--- config.mk ---
export PLATFORM = sky130hd
export DESIGN_NAME = cssc_top
export DESIGN_NICKNAME = d
export VERILOG_FILES = /design/src/inc/cssc_pkg.sv /design/src/rtl/cssc_top.sv
export SDC_FILE = /design/constraint.sdc
export NUM_CORES = 1
export LEC_CHECK = 0
export BUFFER_PORTS_ARGS = -buffer_cell sky130_fd_sc_hd__buf_2
export CAP_MARGIN = 15
export CORE_MARGIN = 10
export CORE_UTILIZATION = 47
export CTS_CLUSTER_DIAMETER = 100
export DETAILED_ROUTE_END_ITERATION = 16
export HOLD_SLACK_MARGIN = 0.08
export PLACE_DENSITY = 0.81
export SETUP_SLACK_MARGIN = 0.3
export SLEW_MARGIN = 5
export SYNTH_ARGS = -nofsm -noshare
export SYNTH_HDL_FRONTEND = slang
export SYNTH_SLANG_ARGS = --single-unit
--- constraint.sdc ---
create_clock -name clk -period 2 [get_ports clk]
set_input_delay 0.3 -clock clk [delete_from_list [all_inputs] [get_ports clk]]
set_output_delay 0.3 -clock clk [all_outputs]
set_load 0.02 [all_outputs]
--- src/inc/cssc_pkg.sv ---
// Purpose: Shared constants and types of the clock switch and start-up block
// Assumes: 32-bit Avalon-MM slave, byte addresses, one register per word
// Notes:   Oscillator codes are three bits wide as in the selection fields
package cssc_pkg;

    // Register byte addresses
    localparam logic [4:0] REG_CTRL   = 5'h00;
    localparam logic [4:0] REG_STAT   = 5'h04;
    localparam logic [4:0] REG_IRQ_ST = 5'h08;
    localparam logic [4:0] REG_IRQ_MK = 5'h0c;
    localparam logic [4:0] REG_PRIO   = 5'h10;

    // Control register fields
    localparam int CTRL_NEW_OSC_SELECT_LSB = 0;
    localparam int CTRL_HOLD_BIT = 3;

    // Status register fields
    localparam int STAT_CUR_LSB  = 0;
    localparam int STAT_READY    = 4;
    localparam int STAT_PENDING  = 5;
    localparam int STAT_SLEEP    = 6;

    // Interrupt status and mask bits
    localparam int IRQ_SWITCH = 0;
    localparam int IRQ_READY  = 1;
    localparam int IRQ_W      = 2;

    // Priority register: reset value and implemented bits
    localparam logic [7:0] PRIO_RST  = 8'hc3;
    localparam logic [7:0] PRIO_MASK = 8'hc3;
    localparam int PRIO_OSC_FAIL = 7;
    localparam int PRIO_SWITCH   = 6;

    // Oscillator source codes
    localparam logic [2:0] OSC_EXT_PLL = 3'h2;
    localparam logic [2:0] OSC_HFINT   = 3'h6;
    localparam logic [2:0] OSC_EXT     = 3'h7;

    // External oscillator modes
    localparam logic [1:0] MODE_ECLK = 2'h0;
    localparam logic [1:0] MODE_LP   = 2'h1;
    localparam logic [1:0] MODE_XT   = 2'h2;
    localparam logic [1:0] MODE_HS   = 2'h3;

    // Crystal oscillations counted before the source is stable
    localparam int OST_EDGES = 1024;
    localparam int PLL_MULT  = 4;

    typedef enum logic [5:0] {
        ST_INIT   = 6'h01,
        ST_START  = 6'h02,
        ST_RUN    = 6'h04,
        ST_SWITCH = 6'h08,
        ST_SLEEP  = 6'h10,
        ST_WAKE   = 6'h20
    } cssc_state_t;

    typedef struct packed {
        logic [2:0] sel;
        logic       pll_en;
        logic       xtal_en;
        logic       ready;
    } cssc_clk_stat_t;

endpackage : cssc_pkg

--- src/rtl/cssc_top.sv ---
// Purpose: Start-up timing and clock switching of the system oscillator
// Assumes: sleep_req comes from core logic on clk; wake and xtal pin are async
// Notes:   Source change is announced by clk_stat only after start-up counts
//
// Decided for this implementation: the register offsets and the Avalon-MM interface to the registers.
`timescale 1ns/1ps

// How it works
// - Crystal modes wait 1024 pin oscillations
// - Start-up count restarts after reset, wake
// - Times-four multiplier offered as clock source
// - Reset selection 010 starts on multiplier
// - Runtime write 010 requests multiplier source
// - Sleep during switch abandons the switch
// - Wake without hold: new clock, flag set
// - Wake with hold: old clock, rerequest
// - Priority bits 7,6,1,0; others zero
module cssc_top #(
    parameter int OST_EDGES = cssc_pkg::OST_EDGES
) (
    input  wire logic                    clk,
    input  wire logic                    srst,
    input  wire logic [4:0]              avs_address,
    input  wire logic                    avs_read,
    input  wire logic                    avs_write,
    input  wire logic [31:0]             avs_writedata,
    output logic      [31:0]             avs_readdata,
    output logic                         avs_waitrequest,
    input  wire logic [2:0]              reset_osc_select,
    input  wire logic [1:0]              osc_mode,
    input  wire logic                    crystal_input_pin,
    input  wire logic                    sleep_req,
    input  wire logic                    wake,
    output cssc_pkg::cssc_clk_stat_t     clk_stat,
    output logic                         sleep_ack,
    output logic [7:0]                   irq_priority,
    output logic                         irq
);

    localparam int CW = $clog2(OST_EDGES + 1);
    localparam logic [CW-1:0] OST_FULL = CW'(OST_EDGES);

    logic                      xtal_meta_ff;
    logic                      xtal_sync_ff;
    logic                      xtal_prev_ff;
    logic                      wake_meta_ff;
    logic                      wake_sync_ff;
    cssc_pkg::cssc_state_t     state_ff;
    logic [2:0]                sel_ff;
    logic [2:0]                req_osc_ff;
    logic [2:0]                tgt_ff;
    logic                      pending_ff;
    logic                      hold_ff;
    logic [1:0]                mode_ff;
    logic                      need_ff;
    logic                      ready_ff;
    logic [CW-1:0]             ost_cnt_ff;
    logic                      sw_evt_ff;
    logic                      rdy_evt_ff;
    logic [cssc_pkg::IRQ_W-1:0] irq_stat_ff;
    logic [cssc_pkg::IRQ_W-1:0] irq_mask_ff;
    logic [7:0]                prio_ff;
    logic [31:0]               rdata_ff;
    logic                      wait_ff;
    cssc_pkg::cssc_clk_stat_t  clk_stat_ff;
    logic                      sleep_ack_ff;
    logic                      irq_ff;

    logic                      xtal_edge;
    logic                      ost_done;
    logic                      wr_ctrl;
    logic [2:0]                new_osc;
    logic [2:0]                wake_tgt;
    logic [cssc_pkg::IRQ_W-1:0] irq_clr;
    logic [cssc_pkg::IRQ_W-1:0] irq_set;

    function automatic logic needs_ost(input logic [2:0] src,
                                       input logic [1:0] mode);
        return (src == cssc_pkg::OSC_EXT_PLL || src == cssc_pkg::OSC_EXT)
            && mode != cssc_pkg::MODE_ECLK;
    endfunction : needs_ost

    // Pin synchronisers; edge detect only reads the second stage onward
    always_ff @(posedge clk) begin
        if (srst) begin
            xtal_meta_ff <= 1'b0;
            xtal_sync_ff <= 1'b0;
            xtal_prev_ff <= 1'b0;
            wake_meta_ff <= 1'b0;
            wake_sync_ff <= 1'b0;
        end else begin
            xtal_meta_ff <= crystal_input_pin;
            xtal_sync_ff <= xtal_meta_ff;
            xtal_prev_ff <= xtal_sync_ff;
            wake_meta_ff <= wake;
            wake_sync_ff <= wake_meta_ff;
        end
    end

    assign xtal_edge = xtal_sync_ff & ~xtal_prev_ff;
    assign ost_done  = !need_ff || (ost_cnt_ff == OST_FULL);
    assign wr_ctrl   = avs_write && !wait_ff
                       && avs_address == cssc_pkg::REG_CTRL;
    assign new_osc   = avs_writedata[cssc_pkg::CTRL_NEW_OSC_SELECT_LSB +: 3];
    assign wake_tgt  = (pending_ff && !hold_ff) ? req_osc_ff : sel_ff;

    // Oscillator sequencing
    always_ff @(posedge clk) begin
        if (srst) begin
            state_ff   <= cssc_pkg::ST_INIT;
            sel_ff     <= cssc_pkg::OSC_HFINT;
            req_osc_ff <= cssc_pkg::OSC_HFINT;
            tgt_ff     <= cssc_pkg::OSC_HFINT;
            pending_ff <= 1'b0;
            mode_ff    <= cssc_pkg::MODE_ECLK;
            need_ff    <= 1'b0;
            ready_ff   <= 1'b0;
            ost_cnt_ff <= '0;
            sw_evt_ff  <= 1'b0;
            rdy_evt_ff <= 1'b0;
        end else begin
            sw_evt_ff  <= 1'b0;
            rdy_evt_ff <= 1'b0;
            if (xtal_edge && ost_cnt_ff != OST_FULL) begin
                ost_cnt_ff <= CW'(ost_cnt_ff + 1'b1);
            end
            case (state_ff)
                cssc_pkg::ST_INIT: begin
                    mode_ff    <= osc_mode;
                    tgt_ff     <= reset_osc_select;
                    req_osc_ff <= reset_osc_select;
                    need_ff    <= needs_ost(reset_osc_select, osc_mode);
                    ost_cnt_ff <= '0;
                    state_ff   <= cssc_pkg::ST_START;
                end
                cssc_pkg::ST_START: begin
                    if (ost_done) begin
                        sel_ff     <= tgt_ff;
                        ready_ff   <= 1'b1;
                        rdy_evt_ff <= 1'b1;
                        state_ff   <= cssc_pkg::ST_RUN;
                    end
                end
                cssc_pkg::ST_RUN: begin
                    if (sleep_req) begin
                        ready_ff <= 1'b0;
                        state_ff <= cssc_pkg::ST_SLEEP;
                    end else if (wr_ctrl && new_osc != sel_ff) begin
                        // runtime request of a new source
                        req_osc_ff <= new_osc;
                        tgt_ff     <= new_osc;
                        pending_ff <= 1'b1;
                        need_ff    <= needs_ost(new_osc, mode_ff);
                        ost_cnt_ff <= '0;
                        state_ff   <= cssc_pkg::ST_SWITCH;
                    end
                end
                cssc_pkg::ST_SWITCH: begin
                    if (sleep_req) begin
                        ready_ff <= 1'b0;
                        state_ff <= cssc_pkg::ST_SLEEP;
                    end else if (ost_done) begin
                        sel_ff     <= tgt_ff;
                        pending_ff <= 1'b0;
                        sw_evt_ff  <= 1'b1;
                        state_ff   <= cssc_pkg::ST_RUN;
                    end
                end
                cssc_pkg::ST_SLEEP: begin
                    if (wake_sync_ff) begin
                        tgt_ff     <= wake_tgt;
                        need_ff    <= needs_ost(wake_tgt, mode_ff);
                        ost_cnt_ff <= '0;
                        state_ff   <= cssc_pkg::ST_WAKE;
                    end
                end
                cssc_pkg::ST_WAKE: begin
                    if (ost_done) begin
                        sel_ff     <= tgt_ff;
                        ready_ff   <= 1'b1;
                        rdy_evt_ff <= 1'b1;
                        state_ff   <= cssc_pkg::ST_RUN;
                        if (pending_ff && !hold_ff) begin
                            // resume on new clock with flag
                            pending_ff <= 1'b0;
                            sw_evt_ff  <= 1'b1;
                        end else if (pending_ff) begin
                            tgt_ff     <= req_osc_ff;
                            need_ff    <= needs_ost(req_osc_ff, mode_ff);
                            ost_cnt_ff <= '0;
                            state_ff   <= cssc_pkg::ST_SWITCH;
                        end
                    end
                end
                default: begin
                    state_ff <= cssc_pkg::ST_INIT;
                end
            endcase
        end
    end

    // Clock status outputs; multiplier runs outside sleep while its source is used or awaited
    always_ff @(posedge clk) begin
        if (srst) begin
            clk_stat_ff  <= '0;
            sleep_ack_ff <= 1'b0;
        end else begin
            clk_stat_ff.sel     <= sel_ff;
            clk_stat_ff.ready   <= ready_ff;
            clk_stat_ff.pll_en  <= state_ff != cssc_pkg::ST_SLEEP
                && (sel_ff == cssc_pkg::OSC_EXT_PLL
                    || tgt_ff == cssc_pkg::OSC_EXT_PLL);
            clk_stat_ff.xtal_en <= state_ff != cssc_pkg::ST_SLEEP
                && (needs_ost(sel_ff, mode_ff) || need_ff);
            sleep_ack_ff        <= state_ff == cssc_pkg::ST_SLEEP;
        end
    end

    // Control, interrupt mask and priority registers
    always_ff @(posedge clk) begin
        if (srst) begin
            hold_ff     <= 1'b0;
            irq_mask_ff <= '0;
            prio_ff     <= cssc_pkg::PRIO_RST;
        end else if (avs_write && !wait_ff) begin
            case (avs_address)
                cssc_pkg::REG_CTRL: begin
                    hold_ff <= avs_writedata[cssc_pkg::CTRL_HOLD_BIT];
                end
                cssc_pkg::REG_IRQ_MK: begin
                    irq_mask_ff <= avs_writedata[cssc_pkg::IRQ_W-1:0];
                end
                cssc_pkg::REG_PRIO: begin
                    prio_ff <= avs_writedata[7:0] & cssc_pkg::PRIO_MASK;
                end
                default: begin
                    hold_ff <= hold_ff;
                end
            endcase
        end
    end

    // Sticky events, write one to clear; a new event beats the clear
    always_comb begin
        irq_set = '0;
        irq_set[cssc_pkg::IRQ_SWITCH] = sw_evt_ff;
        irq_set[cssc_pkg::IRQ_READY]  = rdy_evt_ff;
        irq_clr = '0;
        if (avs_write && !wait_ff && avs_address == cssc_pkg::REG_IRQ_ST) begin
            irq_clr = avs_writedata[cssc_pkg::IRQ_W-1:0];
        end
    end

    always_ff @(posedge clk) begin
        if (srst) begin
            irq_stat_ff <= '0;
            irq_ff      <= 1'b0;
        end else begin
            irq_stat_ff <= (irq_stat_ff & ~irq_clr) | irq_set;
            irq_ff      <= |(irq_stat_ff & irq_mask_ff);
        end
    end

    // Bus slave: one wait cycle, then the access completes
    always_ff @(posedge clk) begin
        if (srst) begin
            wait_ff  <= 1'b1;
            rdata_ff <= '0;
        end else begin
            wait_ff <= !(wait_ff && (avs_read || avs_write));
            if (avs_read && wait_ff) begin
                rdata_ff <= '0;
                case (avs_address)
                    cssc_pkg::REG_CTRL: begin
                        rdata_ff[cssc_pkg::CTRL_NEW_OSC_SELECT_LSB +: 3] <= req_osc_ff;
                        rdata_ff[cssc_pkg::CTRL_HOLD_BIT]      <= hold_ff;
                    end
                    cssc_pkg::REG_STAT: begin
                        rdata_ff[cssc_pkg::STAT_CUR_LSB +: 3] <= sel_ff;
                        rdata_ff[cssc_pkg::STAT_READY]   <= ready_ff;
                        rdata_ff[cssc_pkg::STAT_PENDING] <= pending_ff;
                        rdata_ff[cssc_pkg::STAT_SLEEP]   <= sleep_ack_ff;
                    end
                    cssc_pkg::REG_IRQ_ST: begin
                        rdata_ff[cssc_pkg::IRQ_W-1:0] <= irq_stat_ff;
                    end
                    cssc_pkg::REG_IRQ_MK: begin
                        rdata_ff[cssc_pkg::IRQ_W-1:0] <= irq_mask_ff;
                    end
                    cssc_pkg::REG_PRIO: begin
                        rdata_ff[7:0] <= prio_ff;
                    end
                    default: begin
                        rdata_ff <= '0;
                    end
                endcase
            end
        end
    end

    assign avs_readdata    = rdata_ff;
    assign avs_waitrequest = wait_ff;
    assign clk_stat        = clk_stat_ff;
    assign sleep_ack       = sleep_ack_ff;
    assign irq_priority    = prio_ff;
    assign irq             = irq_ff;
endmodule : cssc_top

==> results.ini <==
[floorplan]
coreArea_um2=6760
die-area_um2=10700
die_w_um=103
die_h_um=103
initial_core_util_pct=48.2
rows=30
io_pins=98

[power_and_ir_drop]
combinationalPowerShare_pct=19.4
internal_power_uw=2260
p_seq_share_pct=44.4
p_sw_uw=882
ir_drop_mv=0.409
p_per_area_nw_per_um2=774
power_frac_clock_pct=36.3
switching_share_pct=28.0
cellLeakagePower_uw=0.00176
total_power_uw=3150

[placement]
hpwl_mm=6.13
io_buffers=43
place_congestion=0.912
dp_slack_ps=-1.06
placedCellCount=512

[sta]
rsz0062_at_grt=yes
holdWs_ps=160
finalCritPeriodShare_pct=97.7
slew_viol_final=0
tightest_slew_ps=511
layout_setup_ws_ps=46.1
setup_tns_ps=0
maxClockFrequency_mhz=512
setup_violations=0
finClkSkew_ps=9.44
relSlewSlack_pct=65.9
period_minus_slack_ps=1950
hold_viol_final=0

[cts]
h-tree-depth=3
cts_buffer_depth=2
numCtsBuffers=9
clk_latency_ps=350
cts_sinks=64
cts_hold_buf=0
cts_tree=yes
path_clk_slew_ps=70
root_buffer=clkbuf_8

[synthesis]
synth_xor_area_share_pct=5.65
synth_edf_count=0
ys_seq_area_share_pct=39.4
synth-seq-cells=64
synthAdderAreaFrac_pct=0.769
synth_area_um2=3250
synth_cells=375
synth_compound_area_share_pct=12.6
yosysWarnings=0
async_flop_share_pct=0
ys.flop_type=dfxtp_1
yosys-mux-area-fraction_pct=6.00
yosys.area_share.simple_pct=25.3
synth_top_family_by_area=simple AND/OR/NAND/NOR gates
ys_types=57
syn_avg_cell_area_um2=8.68

[critical_path]
cp-end-kind=register
cp_data_arrival_time_ps=2220
crit_fanout=8
criticalPathCategory=reg2reg
cp-start-kind=register
worstPathRequired_ps=2260

[drt]
via_count=2857
postRouteAntennaNets=0
drc=0
dr.first_iter.drc_count=302
avgRoutedWirePerCell_um=16.0
avgViaCountPerCell=5.37
dr.pass1.iters=4
routed_wl_mm=8.49

[grt]
grt_pass1_vias=2861
grt_pass1_wl_mm=13.3
grt_usage_pct=15.6
grt_start_max_net_pins=27
antenna_found_initial=0
grt-ovfl-total=0

[outcome]
outcome=finished, final reports clean

[final_layout]
antenna_cells=0
fin_cells=532
areaGrowthSynthToFinish_pct=24.9
fin_nets=499
final_common_cell=dfxtp_1
layout_common_cells=dfxtp_1 (58), buf_2 (43), nand2_1 (35), buf_4 (35), nor2_1 (32)
drive_above_1_share_pct=31.9
nFillCells=600

[job]
drv_cap=0

[min_path]
worstHoldPathType=in2reg

-- final timing paths --
check	start	to	slack, ps	cells after the start
min	avs_writedata[7]	irq_priority[7]$_SDFFE_PP1P_	160	3
min reg2reg	sw_evt_ff$_SDFF_PP0_	irq_stat_ff[0]$_SDFF_PP0_	440	2
max	ost_cnt_ff[1]$_SDFF_PP0_	tgt_ff[1]$_SDFFE_PP1P_	50	9
max reg2reg	ost_cnt_ff[1]$_SDFF_PP0_	tgt_ff[1]$_SDFFE_PP1P_	50	9
-- layout make-up --
type                    instances  area (um^2)  share of cell area (%)
inverters                       7         26.3                   0.646
flip-flops and latches         64         1290                    31.8
multi-input cells             284         1910                    47.0
repair buffers                 82          532                    13.1
well taps                      80          100                    2.46
clock inverters                 3         40.0                   0.985
clock buffers                  12          165                    4.06
-- per-layer routing --
layer	vias up	routed length, um	track usage (%)
li1	1385	-	-
met1	1339	3400	17.3
met2	112	4240	27.3
met3	21	692	5.25
met4	0	155	5.24
met5	-	0	0
-- through the flow --
stage,utilization (%),area [um^2]
after floorplan,-,3420
after global placement,54.6,3690
after detailed placement,54.6,3690
after CTS,59.0,3990
after global routing,60.2,4070
final,60.2,4070
-- synthesized netlist by cell type (all sizes together), types with 2 or more instances --
| cell | number | share of area, % |
|---|---|---|
| mux4 | 2 | 1.4 |
| nor4b | 2 | 0.54 |
| clkbuf | 12 | 1.4 |
| nand2b | 2 | 0.38 |
| mux2i | 15 | 4.6 |
| o211a | 2 | 0.62 |
| or3 | 2 | 0.42 |
| nand3 | 14 | 2.2 |
| o211ai | 4 | 0.92 |
| a311oi | 2 | 0.54 |
| a22oi | 4 | 0.92 |
| buf | 36 | 8.1 |
| xor2 | 13 | 3.5 |
| nor3b | 6 | 1.4 |
| or2 | 3 | 0.73 |
| nor3 | 13 | 2.3 |
| and2 | 2 | 0.38 |
| ha | 2 | 0.77 |
| o21ai | 13 | 2.0 |
| dfxtp | 64 | 39 |
| o31a | 2 | 0.54 |
| nand2 | 35 | 4.0 |
| nor4 | 5 | 0.96 |
| nand3b | 4 | 0.92 |
| xnor2 | 8 | 2.2 |
| and3 | 7 | 1.3 |
| nor2b | 10 | 1.9 |
| a21oi | 17 | 2.6 |
| and3b | 2 | 0.54 |
| nor2 | 44 | 5.8 |
| inv | 7 | 0.81 |
| a221oi | 2 | 0.54 |
-- kinds of logic (layout without fill, tap and decap cells) --
| kind of cell | after synthesis | in the layout |
|---|---|---|
| AND/OR/NAND/NOR | 156 | 157 |
| flip-flops | 64 | 64 |
| AO/OA/AOI/OAI | 59 | 59 |
| buffers and inverters | 55 | 104 |
| XOR/XNOR | 21 | 21 |
| multiplexers | 17 | 17 |
| adder cells (fa/ha/maj) | 2 | 2 |
| other | 1 | 28 |
-- what timing repair did --
| action | 4_1_cts | 5_1_grt |
|---|---|---|
| pin swaps | 9 | 8 |
| buffers inserted | 2 | 2 |
| cloned | 1 | 0 |
| endpoints found under the setup margin | 24 | 27 |
| gates resized for setup | 18 | 15 |
-- power by group through the flow --
stage,Sequential [uW],Combinational [uW],Clock (uW)
after floorplan,1410,429,0
final,1400,609,1140
after global placement,1410,530,0
after detailed placement,1420,540,0
after CTS,1390,575,1160
after global routing,1400,658,1230
-- flip-flops by register name, summed over array words and instances, names as in the netlist, 2 cells and up --
name / cells
tgt_ff: 3
clk_stat: 6
irq_mask_ff: 2
state_ff: 6
irq_priority: 4
req_osc_ff: 3
mode_ff: 2
sel_ff: 3
ost_cnt_ff: 11
irq_stat_ff: 2
avs_readdata: 8
-- worst max-delay path, cell delays in order (launching register included) --
cell and delay [ps]:
dfxtp_2 320, inv_2 70, ha_4 120, nor4bb_4 270
a31oi_4 150, o2bb2ai_4 170, nor3_4 400, buf_6 170
nor3_2 30, a41oi_1 160
Power figures use the tool's default switching activity.
